[src/gpio_cfg_params.svh]
`ifndef GPIO_CFG_PARAMS_SVH
`define GPIO_CFG_PARAMS_SVH
// register indices; the byte address is four times the index
`define PORT0_ORIENT_IDX   8'h93
`define PORT1_ORIENT_IDX   8'h94
`define PORT2_ORIENT_IDX   8'h95
`define PORT3_ORIENT_IDX   8'h96
`define PORT0_OPTIONS_IDX  8'h9E
`define PORT1_OPTIONS_IDX  8'h9F
`define PORT2_OPTIONS_IDX  8'hA0
`define PORT3_OPTIONS_IDX  8'hA1
`define ORIENT_RESET       8'hFF
`define OPTIONS_RESET      8'h00
`define OUT_MODE_NORMAL    3'h0
`define OUT_MODE_HIGH      3'h3
`define IN_MODE_RESET      2'h0
`define IN_MODE_PULL_DOWN  2'h1
`define IN_MODE_PULL_UP    2'h2
`define IN_MODE_BUF_OFF    2'h3
`define OUT_MODE_RESET     3'h0
`define PORT3_RSVD_BIT     3'h7
`define FUNC_CODE_MSB      7
`define FUNC_CODE_LSB      5
`define OPTION_SIDE_BIT    4
`define READBACK_SEL_BIT   3
`define AXI_RESP_OKAY      2'h0
`define AXI_RESP_SLVERR    2'h2
`endif

[src/gpio_cfg_pkg.sv]
package gpio_cfg_pkg;
   typedef struct packed {
      logic [7:0] drive_en;   // 1 = output driver on
      logic [7:0] high_drive; // 1 = high drive strength
      logic [7:0] pull_down;
      logic [7:0] pull_up;
      logic [7:0] in_buf_on;
   } port_pads_t;
   typedef struct packed {
      logic [2:0] pin_function_code;
      logic       option_side;
      logic       readback_select;
      logic [2:0] pin_index;
   } option_word_t;
endpackage

[src/gpio_direction_option_config.sv]
`include "gpio_cfg_params.svh"
// What this block does
// - after reset every pin is an input with its output driver off.
// - after reset each pin's input value reaches the mcu input bit.
// - a direction bit of 0 makes an output and 1 makes an input.
// - direction bit n of a port steers pin n of that port.
// - bit 7 of the port 3 direction register steers no pin.
// - each option write with readback select clear configures exactly one selected pin.
// - a readback write of pin 5 output side then reads its mode in 7:5.
// - output code 000 is normal drive and 011 high drive.
// - input code 00 plain, 01 pull-down, 10 pull-up, 11 buffer off.
// - option side 0 means output options and 1 means input options.
// - a readback write only stores index and side, ignoring the code.
module gpio_direction_option_config (
   // clock and reset
   input  wire logic                    sys_clk,
   input  wire logic                    reset,
   // axi4-lite write address
   input  wire logic [11:0]             s_axi_awaddr,
   input  wire logic                    s_axi_awvalid,
   output logic                         s_axi_awready,
   // axi4-lite write data
   input  wire logic [31:0]             s_axi_wdata,
   input  wire logic [3:0]              s_axi_wstrb,
   input  wire logic                    s_axi_wvalid,
   output logic                         s_axi_wready,
   // axi4-lite write response
   output logic [1:0]                   s_axi_bresp,
   output logic                         s_axi_bvalid,
   input  wire logic                    s_axi_bready,
   // axi4-lite read address
   input  wire logic [11:0]             s_axi_araddr,
   input  wire logic                    s_axi_arvalid,
   output logic                         s_axi_arready,
   // axi4-lite read data
   output logic [31:0]                  s_axi_rdata,
   output logic [1:0]                   s_axi_rresp,
   output logic                         s_axi_rvalid,
   input  wire logic                    s_axi_rready,
   // pins
   input  wire logic [31:0]             pad_in,
   output gpio_cfg_pkg::port_pads_t     pad_ctrl [4],
   // mcu side
   output logic [31:0]                  mcu_pin_input
);
   import gpio_cfg_pkg::*;

   // stored configuration
   logic [7:0]   orient_q [4];
   logic [2:0]   out_mode_q [4][8];
   logic [1:0]   in_mode_q [4][8];
   logic [2:0]   sel_index_q [4];
   logic         sel_side_q [4];

   // write channel holding registers
   logic [11:0]  awaddr_q;
   logic         aw_held_q;
   logic [31:0]  wdata_q;
   logic [3:0]   wstrb_q;
   logic         w_held_q;

   // write decode
   logic         wr_fire;
   logic [7:0]   wr_idx;
   logic         wr_hit;
   logic [1:0]   wr_port;
   logic         wr_is_opt;
   logic         dir_write;
   logic         opt_write;
   option_word_t wr_word;

   // read decode and next pad state
   logic [7:0]   rd_idx;
   logic [31:0]  rd_data;
   logic         rd_hit;
   port_pads_t   pads_d [4];

   // write fires once both halves are held and no response is pending
   assign wr_fire   = aw_held_q && w_held_q && !s_axi_bvalid;
   assign wr_idx    = awaddr_q[9:2];
   assign wr_word   = option_word_t'(wdata_q[7:0]);

   // a cleared byte-0 strobe leaves every register untouched
   assign dir_write = wr_fire && wr_hit && !wr_is_opt && wstrb_q[0];
   assign opt_write = wr_fire && wr_hit && wr_is_opt && wstrb_q[0];

   // decode write target
   always_comb begin
      wr_hit    = 1'b1;
      wr_port   = 2'h0;
      wr_is_opt = 1'b0;
      unique case (wr_idx)
         `PORT0_ORIENT_IDX:  wr_port = 2'h0;
         `PORT1_ORIENT_IDX:  wr_port = 2'h1;
         `PORT2_ORIENT_IDX:  wr_port = 2'h2;
         `PORT3_ORIENT_IDX:  wr_port = 2'h3;
         `PORT0_OPTIONS_IDX: begin
            wr_port   = 2'h0;
            wr_is_opt = 1'b1;
         end
         `PORT1_OPTIONS_IDX: begin
            wr_port   = 2'h1;
            wr_is_opt = 1'b1;
         end
         `PORT2_OPTIONS_IDX: begin
            wr_port   = 2'h2;
            wr_is_opt = 1'b1;
         end
         `PORT3_OPTIONS_IDX: begin
            wr_port   = 2'h3;
            wr_is_opt = 1'b1;
         end
         default: wr_hit = 1'b0;
      endcase
   end

   // address and data channels taken in either order
   always_ff @(posedge sys_clk) begin
      if (reset) begin
         aw_held_q     <= 1'b0;
         w_held_q      <= 1'b0;
         s_axi_awready <= 1'b1;
         s_axi_wready  <= 1'b1;
         awaddr_q      <= 12'h000;
         wdata_q       <= 32'h0000_0000;
         wstrb_q       <= 4'h0;
      end else begin
         // address half; ready is a flop mirroring the free slot
         if (s_axi_awvalid && !aw_held_q) begin
            aw_held_q     <= 1'b1;
            s_axi_awready <= 1'b0;
            awaddr_q      <= s_axi_awaddr;
         end else if (wr_fire) begin
            aw_held_q     <= 1'b0;
            s_axi_awready <= 1'b1;
         end
         // data half, same scheme
         if (s_axi_wvalid && !w_held_q) begin
            w_held_q     <= 1'b1;
            s_axi_wready <= 1'b0;
            wdata_q      <= s_axi_wdata;
            wstrb_q      <= s_axi_wstrb;
         end else if (wr_fire) begin
            w_held_q     <= 1'b0;
            s_axi_wready <= 1'b1;
         end
      end
   end

   // write response; unmapped addresses answer slverr
   always_ff @(posedge sys_clk) begin
      if (reset) begin
         s_axi_bvalid <= 1'b0;
         s_axi_bresp  <= `AXI_RESP_OKAY;
      end else if (wr_fire) begin
         s_axi_bvalid <= 1'b1;
         s_axi_bresp  <= wr_hit ? `AXI_RESP_OKAY : `AXI_RESP_SLVERR;
      end else if (s_axi_bready) begin
         s_axi_bvalid <= 1'b0;
      end
   end

   // direction registers, stored as written
   always_ff @(posedge sys_clk) begin
      if (reset) begin
         // all pins come up as inputs
         for (int p = 0; p < 4; p++) begin
            orient_q[p] <= `ORIENT_RESET;
         end
      end else if (dir_write) begin
         orient_q[wr_port] <= wdata_q[7:0];
      end
   end

   // option writes: one pin per write, or just the readback pointer
   always_ff @(posedge sys_clk) begin
      if (reset) begin
         for (int p = 0; p < 4; p++) begin
            sel_index_q[p] <= 3'h0;
            sel_side_q[p]  <= 1'b0;
            for (int b = 0; b < 8; b++) begin
               out_mode_q[p][b] <= `OUT_MODE_RESET;
               in_mode_q[p][b]  <= `IN_MODE_RESET;
            end
         end
      end else if (opt_write) begin
         // pointer only; the code field is ignored then
         if (wr_word.readback_select) begin
            sel_index_q[wr_port] <= wr_word.pin_index;
            sel_side_q[wr_port]  <= wr_word.option_side;
         end else if (!wr_word.option_side) begin
            // illegal output codes are kept but fall back to normal drive
            out_mode_q[wr_port][wr_word.pin_index] <=
               wr_word.pin_function_code;
         end else begin
            in_mode_q[wr_port][wr_word.pin_index] <=
               wr_word.pin_function_code[1:0];
         end
      end
   end

   // read decode
   always_comb begin
      rd_idx  = s_axi_araddr[9:2];
      rd_hit  = 1'b1;
      rd_data = 32'h0000_0000;
      unique case (rd_idx)
         `PORT0_ORIENT_IDX: rd_data[7:0] = orient_q[0];
         `PORT1_ORIENT_IDX: rd_data[7:0] = orient_q[1];
         `PORT2_ORIENT_IDX: rd_data[7:0] = orient_q[2];
         `PORT3_ORIENT_IDX: rd_data[7:0] = orient_q[3];
         `PORT0_OPTIONS_IDX, `PORT1_OPTIONS_IDX,
         `PORT2_OPTIONS_IDX, `PORT3_OPTIONS_IDX: begin
            // report the pin and side the pointer names
            for (int p = 0; p < 4; p++) begin
               if (rd_idx == `PORT0_OPTIONS_IDX + 8'(p)) begin
                  if (sel_side_q[p]) begin
                     rd_data[6:5] = in_mode_q[p][sel_index_q[p]];
                  end else begin
                     rd_data[7:5] = out_mode_q[p][sel_index_q[p]];
                  end
               end
            end
         end
         default: rd_hit = 1'b0;
      endcase
   end

   // read channel, one cycle after the address is taken
   always_ff @(posedge sys_clk) begin
      if (reset) begin
         s_axi_rvalid  <= 1'b0;
         s_axi_arready <= 1'b1;
         s_axi_rdata   <= 32'h0000_0000;
         s_axi_rresp   <= `AXI_RESP_OKAY;
      end else if (s_axi_arvalid && s_axi_arready) begin
         s_axi_rvalid  <= 1'b1;
         s_axi_arready <= 1'b0;
         s_axi_rdata   <= rd_data;
         s_axi_rresp   <= rd_hit ? `AXI_RESP_OKAY : `AXI_RESP_SLVERR;
      end else if (s_axi_rready) begin
         s_axi_rvalid  <= 1'b0;
         s_axi_arready <= 1'b1;
      end
   end

   // next pad controls from the stored configuration
   always_comb begin
      for (int p = 0; p < 4; p++) begin
         // idle pattern first, then each pin from its stored codes
         pads_d[p] = '{8'h00, 8'h00, 8'h00, 8'h00, 8'hFF};
         for (int b = 0; b < 8; b++) begin
            // low bit selects pin b; port 3 top bit steers nothing
            if (p == 3 && b == `PORT3_RSVD_BIT) begin
               pads_d[p].drive_en[b] = 1'b0;
            end else begin
               pads_d[p].drive_en[b] = !orient_q[p][b];
            end
            pads_d[p].high_drive[b] =
               (out_mode_q[p][b] == `OUT_MODE_HIGH);
            pads_d[p].pull_down[b] =
               (in_mode_q[p][b] == `IN_MODE_PULL_DOWN);
            pads_d[p].pull_up[b] =
               (in_mode_q[p][b] == `IN_MODE_PULL_UP);
            pads_d[p].in_buf_on[b] =
               (in_mode_q[p][b] != `IN_MODE_BUF_OFF);
         end
      end
   end

   // pad controls registered so every output is a flip-flop
   always_ff @(posedge sys_clk) begin
      if (reset) begin
         for (int p = 0; p < 4; p++) begin
            pad_ctrl[p] <= '{8'h00, 8'h00, 8'h00, 8'h00, 8'hFF};
         end
      end else begin
         pad_ctrl <= pads_d;
      end
   end

   // input route to the mcu; buffer off reads zero
   always_ff @(posedge sys_clk) begin
      if (reset) begin
         mcu_pin_input <= 32'h0000_0000;
      end else begin
         for (int p = 0; p < 4; p++) begin
            for (int b = 0; b < 8; b++) begin
               mcu_pin_input[p*8+b] <= pad_in[p*8+b] &&
                  (in_mode_q[p][b] != `IN_MODE_BUF_OFF);
            end
         end
      end
   end

endmodule // gpio_direction_option_config

[config.mk]
export PLATFORM = sky130hd
export DESIGN_NAME = gpio_direction_option_config
export DESIGN_NICKNAME = d
export VERILOG_FILES = /design/src/gpio_cfg_pkg.sv /design/src/gpio_direction_option_config.sv
export VERILOG_INCLUDE_DIRS = /design/src
export SDC_FILE = /design/constraint.sdc
export NUM_CORES = 1
export LEC_CHECK = 0
export BUFFER_PORTS_ARGS = -buffer_cell sky130_fd_sc_hd__buf_4
export CORE_MARGIN = 5
export CORE_UTILIZATION = 37
export CTS_CLUSTER_SIZE = 40
export DETAILED_ROUTE_END_ITERATION = 12
export PLACE_DENSITY = 0.65
export SYNTH_ARGS = -nofsm -noshare
export SYNTH_HDL_FRONTEND = slang
export SYNTH_SLANG_ARGS = --single-unit
[constraint.sdc]
create_clock -name sys_clk -period 3.6 [get_ports sys_clk]
set_clock_uncertainty 0.2 [all_clocks]
set_input_delay 0.18 -clock sys_clk [delete_from_list [all_inputs] [get_ports sys_clk]]
set_output_delay 0.18 -clock sys_clk [all_outputs]
set_load 0.01 [all_outputs]
==> flow_summary_export.csv, run 1 <==
group,metric,value,unit
drt,wl,51400,um
logic_synthesis,synth_warnings,0,
logic_synthesis,synth_top_area_share,37.1,%
sta,rsz0062_at_grt,"no",
cts,post-cts-setup-buffers,0,
cts,clockBufferDepth,3,
final_layout,final_core_util,47.8,%
drt,drtAntennaViolNets,0,
logic_synthesis,synth_top_cell_by_area,"edfxtp_1",
floorplan,core,45200,um^2
logic_synthesis,synth_edf_count,208,
floorplan,rows,78,
logic_synthesis,yosysMostFrequentCell,"nor2_1",
drt,firstDrtPassIters,6,
logic_synthesis,async_flop_share,0,%
final_layout,final_cells,2371,
final_layout,design_area,21600,um^2
floorplan,chipWidth,223,um
grt,grt_usage,20.0,%
sta,worst_pin_slew,0.998,ns
logic_synthesis,synth_cell_types,61,
logic_synthesis,synth-main-ff-cell,"dfxtp_1",
sta,drv_slew,0,
floorplan,die_area,49800,um^2
sta,max_freq,325,MHz
critical_path,path_max_fanout,29,
pwr,p_clk_share,43.8,%
cts,numCtsBuffers,46,
grt,grt_overflow,0,
grt,grt_max_degree,100,
logic_synthesis,ys_top_cells_by_count,"230 x nor2_1, 225 x dfxtp_1, 208 x edfxtp_1",
final_layout,area_delta_synth_final,28.3,%
final_layout,fin_nets,1834,
sta,fin_tns_setup,0,ns
floorplan,die_y,223,um
floorplan,initial_core_util,37.2,%
placement,dp_cells,2211,
drt,drc_errors,0,
pwr,sw_frac_of_total,22.3,%
final_layout,antennaDiodeCount,0,
pwr,power.leakage,0.00816,uW
critical_path,worst-setup-path-type,"flip-flop to flip-flop",
pwr,ir_drop,0.000324,V
logic_synthesis,synthCells,1413,
logic_synthesis,seq_area_frac_synth,63.9,%
flow_run,max-cap-violations,0,
pwr,pwr-share-seq,50.1,%
grt,antenna_found_initial,1,
cts,clock_sinks,433,
sta,hold_viol,0,
critical_path,crit_path_end_kind,"flip-flop",
pwr,power.density,502,nW/um^2
logic_synthesis,syn_area,16800,um^2
critical_path,crit_path_start_kind,"flip-flop",
placement,port_buffers,269,
drt,drtIter0Drc,1204,
pwr,switchingPower,2420,uW
sta,slew_headroom,33.0,%
sta,setup_viol,0,
cts,clkSlewWorstSetupHoldPaths,0.06,ns
floorplan,ios,332,
placement,place_area,19300,um^2
cts,cts_tree,"done",
logic_synthesis,ys_seq_elements,433,
sta,fin_crit_sh,85.4,%
pwr,combinationalPowerShare,6.1,%
sta,period_minus_slack,3.07,ns
drt,num_vias,12400,
critical_path,critical_path_arrival,3.11,ns
status,status,"complete, no violations",
critical_path,cp.required,3.63,ns
logic_synthesis,avgSynthCellArea,11.9,um^2
cts,clock-root-buffer,"clkbuf_16",
grt,grt_pass1_wl,76300,um
logic_synthesis,yosys-top-cells-area,"edfxtp_1 37%, dfxtp_1 27%, mux4_2 5.2%",
placement,gp_congestion,0.923,
final_layout,drive_above_1_share,24.6,%
placement,dp_hpwl,37000,um
pwr,power.internal,8410,uW
cts,clk_latency,0.59,ns
cts,htree_levels,2,
drt,vias_per_cell,5.23,
drt,wire_per_inst,21.7,um
min_path,hold_path_class,"input port to flip-flop",
grt,grt_pass1_vias,12500,
[power by group through the flow]
stage	sequential (uW)	clock (uW)	combinational (uW)
finish	5430	4750	657
global route	5440	5060	704
floorplan	5480	0	342
detailed placement	5530	0	585
CTS	5420	4860	654
global placement	5520	0	578
[sequential cells by signal, indices dropped and copies added (netlist names), 4 cells and up]
signal and cells:
out_mode_q 96, awaddr_q 8, s_axi_rdata 8, wdata_q 8
in_mode_q 64, mcu_pin_input 32, orient_q 32, sel_index_q 12
pad_ctrl 159, sel_side_q 4
[cells by family after synthesis]
logic type	synth area share [%]
compound gates	4.84
xor+xnor	0.104
buf+inv	3.78
flops	63.9
mux	7.10
other cells	0.0223
simple gates	20.2
[layer usage]
metal | share of wire, % | vias to the layer above | global-route usage, %
met5 | 0.025 | - | 0
met4 | 3.8 | 2 | 7.39
met3 | 9.2 | 118 | 5.51
met2 | 48 | 590 | 33.1
met1 | 39 | 6052 | 25.1
li1 | - | 5640 | -
[stage by stage]
stage               total power (uW)  hold slack (ns)  worst slack (ns)
floorplan                       5830            0.116             0.940
global placement                6100            0.215             0.651
detailed placement              6110            0.218             0.552
CTS                            10900           0.0900             0.550
global route                   11200            0.156             0.300
finish                         10800            0.112             0.527
[area by class of cell]
class                   count  area, um^2
repair buffers            375        3010
fillers                  4016       23600
multi-input cells         874        5530
inverters                   5        20.0
well taps                 600         751
clock buffers              67        1330
flip-flops and latches    433       10800
clock inverters            17         186
[placed cells by master, fill, tap and decap left out, types with 4 or more instances in the layout]
cell           count
nor3b_1           69
or3_1             29
clkinv_2           8
nor2_1           230
mux2_2             5
a222oi_1           5
nor4_1             6
mux2i_1           26
o21ai_0           47
mux4_2            39
nand2_1          120
clkbuf_8           6
inv_1              4
nor2b_1           14
nor4bb_1          32
or2_2              9
clkbuf_1          12
and2_1            22
a22oi_1            7
a21o_1            29
edfxtp_1         208
clkbuf_16         48
and3_1            33
dfxtp_1          225
nand2b_1          11
dlygate4sd3_1     76
nor3_1            11
a21oi_1           18
nand3_1           40
conb_1            27
buf_4            298
[path summary, 6_finish.rpt]
path | from | slack, ns | depth (start not counted) | to
hold reg to reg | orient_q[1][7] | 0.24 | 1 | pad_ctrl[119]
setup / recovery | awaddr_q[4] | 0.53 | 6 | out_mode_q[1][1]
hold / removal | s_axi_araddr[3] | 0.11 | 6 | s_axi_rdata[5]
setup reg to reg | awaddr_q[4] | 0.53 | 6 | out_mode_q[1][1]
[worst max-delay path, cell delays in order (launching register included)]
cell,delay [ns]
dfxtp_1,0.38
nor4b_2,0.30
nand3b_1,0.19
o22ai_2,0.26
nand3b_2,0.22
or2_1,0.65
o21ai_0,0.54
[what timing repair did]
| action | 4_1_cts | 5_1_grt |
|---|---|---|
| endpoints found under the setup margin | 0 | 0 |
| endpoints found under the hold margin | 96 | 0 |
| resized for setup | 0 | 0 |
| hold buffers | 76 | 0 |
Power figures use the tool's default switching activity.
==> run 2, diff against run 1 <==
--- a/config.mk
+++ b/config.mk
@@ -6,12 +6,13 @@
 export SDC_FILE = /design/constraint.sdc
 export NUM_CORES = 1
 export LEC_CHECK = 0
-export BUFFER_PORTS_ARGS = -buffer_cell sky130_fd_sc_hd__buf_4
 export CORE_MARGIN = 5
 export CORE_UTILIZATION = 37
+export CTS_BUF_LIST = sky130_fd_sc_hd__clkbuf_2 sky130_fd_sc_hd__clkbuf_4 sky130_fd_sc_hd__clkbuf_8
 export CTS_CLUSTER_SIZE = 40
 export DETAILED_ROUTE_END_ITERATION = 12
-export PLACE_DENSITY = 0.65
+export DONT_BUFFER_PORTS = 1
+export PLACE_DENSITY = 0.59
 export SYNTH_ARGS = -nofsm -noshare
 export SYNTH_HDL_FRONTEND = slang
 export SYNTH_SLANG_ARGS = --single-unit
==> flow_summary_export.csv, run 2 (synthesized netlist as in run 1, its figures left out) <==
group,metric,value,unit
status,status,"complete, no violations",
placement,dp_cells,1939,
floorplan,die_area,49800,um^2
final_layout,reg_top3,"pad_ctrl: 159 flops, out_mode_q: 96 flops, in_mode_q: 64 flops",
sta,worst_pin_slew,1.05,ns
final_layout,top_register,"pad_ctrl",
final_layout,drive_above_1_share,13.1,%
placement,port_buffers,0,
final_layout,final_cells,2187,
floorplan,ios,332,
grt,antenna_found_initial,3,
sta,period_minus_slack,3.20,ns
critical_path,max_stage_delay,0.65,ns
grt,grt_usage,19.8,%
floorplan,rows,78,
grt,grt_pass1_vias,11600,
sta,hold_viol,0,
floorplan,die_y,223,um
critical_path,crit_path_start_kind,"input port",
sta,fin_crit_sh,89.0,%
pwr,power.density,521,nW/um^2
sta,rsz0062_at_grt,"no",
grt,grt_pass1_wl,74500,um
critical_path,crit_start,"reset",
critical_path,cp.required,3.91,ns
cts,clkSlewWorstSetupHoldPaths,0.06,ns
grt,grt_max_degree,190,
floorplan,core,45200,um^2
cts,numCtsBuffers,70,
drt,num_vias,11700,
cts,clock-root-buffer,"clkbuf_8",
cts,ctsResizeCount,0,
final_layout,area_delta_synth_final,18.5,%
critical_path,worst-setup-path-type,"input port to flip-flop",
final_layout,final_common_cell,"nor2_1",
placement,place_area,17300,um^2
sta,hold_slack,0.0395,ns
critical_path,crit_path_top_delay_cell,"dlygate4sd3_1",
critical_path,r2r_start,"awaddr_q[4]",
sta,fin_tns_setup,0,ns
critical_path,critical_path_arrival,3.52,ns
grt,grt_overflow,0,
min_path,hold_path_class,"input port to flip-flop",
drt,drtAntennaViolNets,0,
final_layout,multiInputGateArea,5530,um^2
drt,vias_per_cell,5.33,
final_layout,design_area,19900,um^2
critical_path,regToRegSetupSlack,0.64,ns
drt,wl,51200,um
floorplan,chipWidth,223,um
placement,gp_congestion,0.900,
cts,ctsHoldBuffers,120,
sta,setup_viol,0,
cts,clockBufferDepth,3,
pwr,power.leakage,0.00703,uW
drt,drtIter0Drc,1270,
critical_path,ff2ff_path_depth,6,
critical_path,crit_chain,"dlygate4sd3_1, buf_16, clkinv_2, buf_4, and3_1, dlygate4sd3_1",
sta,fin_ws,0.397,ns
cts,clock_sinks,433,
sta,slew_headroom,29.1,%
final_layout,largest_reg_flops,159,
cts,cts_tree,"done",
placement,dpl_worst_slack,0.632,ns
drt,drc_errors,0,
final_layout,fillCellCount,4115,
critical_path,crit_top_cell,"dlygate4sd3_1",
min_path,hold_start,"pad_in[29]",
sta,max_freq,312,MHz
critical_path,path_max_fanout,189,
final_layout,seqCellArea,10800,um^2
critical_path,crit_end,"mcu_pin_input[3]",
placement,dp_hpwl,35900,um
sta,drv_slew,0,
cts,post-cts-setup-buffers,0,
critical_path,r2r-end,"out_mode_q[1][1]",
critical_path,crit_path_end_kind,"flip-flop",
floorplan,initial_core_util,37.2,%
cts,clk_latency,0.64,ns
final_layout,mostFrequentLayoutCells,"230 x nor2_1, 225 x dfxtp_1, 208 x edfxtp_1",
pwr,ir_drop,0.000331,V
cts,htree_levels,3,
drt,wire_per_inst,23.4,um
flow_run,max-cap-violations,0,
final_layout,fin_nets,1630,
drt,firstDrtPassIters,7,
## run 2: changes by cell type in the layout (fill, tap and decap cells not counted), sizes merged
cell and delta:
buf -271, bufinv -1, clkbuf +33, clkinv +11, clkinvlp -2, diode +1
dlygate4sd3 +43, inv +2
## run 2: worst max-delay path, delay by kind of cell
family                 cells  cell delay (ns)
buffers and inverters      5             2.84
AND/OR/NAND/NOR            1             0.25
## run 2: report_power, final
| part | switching [uW] | internal, uW | leakage (uW) |
|---|---|---|---|
| Combinational | 256 | 245 | 0.00239 |
| Sequential | 192 | 5290 | 0.00387 |
| Clock | 1980 | 2420 | 0.000767 |
| Total | 2430 | 7950 | 0.00703 |
## run 2: layout make-up
class | count | share of cell area, %
clock inverters | 27 | 1.01
multi-input cells | 874 | 27.7
well taps | 600 | 3.77
flip-flops and latches | 433 | 53.9
repair buffers | 147 | 7.13
diodes | 1 | 0.0126
inverters | 5 | 0.100
clock buffers | 100 | 6.31
## run 2: worst min path at each step
stage,cells past startpoint,end
3_5_place_dp,1,wdata_q[5]
2_1_floorplan,2,wstrb_q[0]
4_1_cts,2,mcu_pin_input[29]
5_1_grt,2,mcu_pin_input[29]
6_report,2,mcu_pin_input[29]
3_3_place_gp,1,wdata_q[7]
## run 2: layer usage
layer | part of all wire, % | global-route usage, % | routed length [um] | vias up
met1 | 42 | 26.3 | 21300 | 5790
met5 | 0 | 0 | 0 | -
met4 | 3.4 | 8.10 | 1730 | 0
li1 | - | - | - | 5226
met2 | 48 | 31.7 | 24400 | 542
met3 | 7.4 | 4.05 | 3780 | 96
## run 2: through the flow
step / utilization, % / total power [uW]
floorplan: - / 5830
global placement: 38.2 / 5920
detailed placement: 38.2 / 5930
CTS: 44.1 / 10500
global route: 44.1 / 10800
finish: 44.1 / 10400
==> run 3, diff against run 2 <==
--- a/config.mk
+++ b/config.mk
@@ -6,13 +6,13 @@
 export SDC_FILE = /design/constraint.sdc
 export NUM_CORES = 1
 export LEC_CHECK = 0
+export BUFFER_PORTS_ARGS = -buffer_cell sky130_fd_sc_hd__buf_4
 export CORE_MARGIN = 5
 export CORE_UTILIZATION = 37
 export CTS_BUF_LIST = sky130_fd_sc_hd__clkbuf_2 sky130_fd_sc_hd__clkbuf_4 sky130_fd_sc_hd__clkbuf_8
 export CTS_CLUSTER_SIZE = 40
 export DETAILED_ROUTE_END_ITERATION = 12
-export DONT_BUFFER_PORTS = 1
-export PLACE_DENSITY = 0.59
+export PLACE_DENSITY = 0.65
 export SYNTH_ARGS = -nofsm -noshare
 export SYNTH_HDL_FRONTEND = slang
 export SYNTH_SLANG_ARGS = --single-unit
==> flow_summary_export.csv, run 3 (synthesized netlist as in run 1, its figures left out) <==
group,metric,value,unit
cts,clock_sinks,433,
placement,dpl_worst_slack,0.552,ns
sta,drv_slew,0,
final_layout,multiInputGateArea,5530,um^2
critical_path,crit_path_start_kind,"flip-flop",
sta,fin_tns_setup,0,ns
sta,fin_crit_sh,85.2,%
pwr,power.density,493,nW/um^2
cts,htree_levels,3,
floorplan,ios,332,
critical_path,r2r-end,"out_mode_q[0][1]",
sta,worst_pin_slew,0.985,ns
cts,numCtsBuffers,74,
placement,gp_congestion,0.923,
grt,grt_usage,20.4,%
grt,grt_overflow,0,
final_layout,largest_reg_flops,159,
pwr,ir_drop,0.000287,V
floorplan,initial_core_util,37.2,%
sta,rsz0062_at_grt,"no",
pwr,total_power,10700,uW
min_path,min_to,"s_axi_rdata[5]",
cts,clk_latency,0.66,ns
floorplan,die_area,49800,um^2
cts,clock-root-buffer,"clkbuf_8",
critical_path,ff2ff_path_depth,6,
cts,cts_tree,"done",
critical_path,crit_path_end_kind,"flip-flop",
critical_path,critical_path_arrival,3.16,ns
min_path,hold_start,"s_axi_araddr[3]",
critical_path,cp.required,3.69,ns
final_layout,mostFrequentLayoutCells,"298 x buf_4, 230 x nor2_1, 225 x dfxtp_1",
min_path,hold_depth,6,
sta,hold_viol,0,
placement,port_buffers,269,
final_layout,reg_top3,"pad_ctrl: 159 flops, out_mode_q: 96 flops, in_mode_q: 64 flops",
final_layout,drive_above_1_share,26.9,%
drt,wire_per_inst,21.5,um
critical_path,path_max_fanout,49,
floorplan,chipWidth,223,um
sta,setup_viol,0,
sta,period_minus_slack,3.07,ns
sta,max_freq,326,MHz
drt,wl,52200,um
final_layout,fin_nets,1871,
final_layout,fillCellCount,4017,
drt,num_vias,12600,
flow_run,max-cap-violations,0,
drt,drc_errors,0,
grt,antenna_found_initial,1,
cts,post-cts-setup-buffers,0,
critical_path,regToRegSetupSlack,0.53,ns
placement,dp_hpwl,37000,um
drt,firstDrtPassIters,6,
sta,slew_headroom,34.3,%
grt,grt_pass1_vias,12800,
sta,hold_slack,0.0537,ns
final_layout,seqCellArea,10800,um^2
floorplan,core,45200,um^2
grt,grt_pass1_wl,77800,um
drt,drtIter0Drc,1179,
drt,drtAntennaViolNets,0,
grt,grt_max_degree,100,
cts,clockBufferDepth,3,
critical_path,worst-setup-path-type,"flip-flop to flip-flop",
final_layout,final_common_cell,"buf_4",
final_layout,area_delta_synth_final,29.0,%
sta,fin_ws,0.532,ns
critical_path,r2r_start,"awaddr_q[4]",
cts,clkSlewWorstSetupHoldPaths,0.06,ns
drt,vias_per_cell,5.19,
min_path,hold_path_class,"input port to flip-flop",
floorplan,die_y,223,um
final_layout,top_register,"pad_ctrl",
floorplan,rows,78,
status,status,"complete, no violations",
pwr,power.leakage,0.00829,uW
## run 3: power breakdown
part | switching (uW) | leakage [uW] | internal [uW]
clock | 2030 | 0.000839 | 2580
combinational | 337 | 0.00358 | 335
sequential | 136 | 0.00387 | 5290
## run 3: stage by stage
stage / std cells / area [um^2] / util, %
after floorplan: 1439 / 16900 / -
after global placement: 2211 / 19300 / 42.7
after detailed placement: 2211 / 19300 / 42.7
after CTS: 2434 / 21700 / 48.0
after global routing: 2434 / 21700 / 48.0
final: 2435 / 21700 / 48.0
## run 3: worst max-delay path by stage
stage / startpoint / end / slack [ns]
CTS: awaddr_q[4] / out_mode_q[1][1] / 0.56
detailed placement: awaddr_q[4] / out_mode_q[1][0] / 0.55
global route: awaddr_q[4] / out_mode_q[3][0] / 0.33
floorplan: awaddr_q[4] / orient_q[3][0] / 0.94
global placement: awaddr_q[4] / out_mode_q[0][2] / 0.65
finish: awaddr_q[4] / out_mode_q[0][1] / 0.53
## run 3: per-layer routing
layer | vias up | wire, um | GRT usage (%) | share of wire [%]
li1 | 5721 | - | - | -
met1 | 6146 | 20100 | 25.3 | 39
met2 | 654 | 25400 | 33.7 | 49
met3 | 125 | 5090 | 6.22 | 9.7
met4 | 2 | 1620 | 7.51 | 3.1
met5 | - | 13 | 0 | 0.025
## run 3: repair_timing
| item | 4_1_cts | 5_1_grt |
|---|---|---|
| hold buffers | 85 | 0 |
| resized for setup | 0 | 0 |
| hold endpoints to repair | 97 | 0 |
## run 3: worst max-delay path, stage by stage (launching register included)
cell	delay (ns)
dfxtp_1	0.39
nor4b_2	0.30
nand3b_1	0.19
o22ai_2	0.26
nand3b_2	0.22
or2_2	0.68
o21ai_0	0.48
## run 3: layout make-up
cell class,instances,share of cell area [%]
Sequential cell,433,49.5
Multi-Input combinational cell,874,25.5
Timing Repair Buffer,384,14.3
Clock buffer,116,6.49
Tap cell,600,3.46
Clock inverter,22,0.651
Inverter,5,0.0922
Antenna cell,1,0.0115
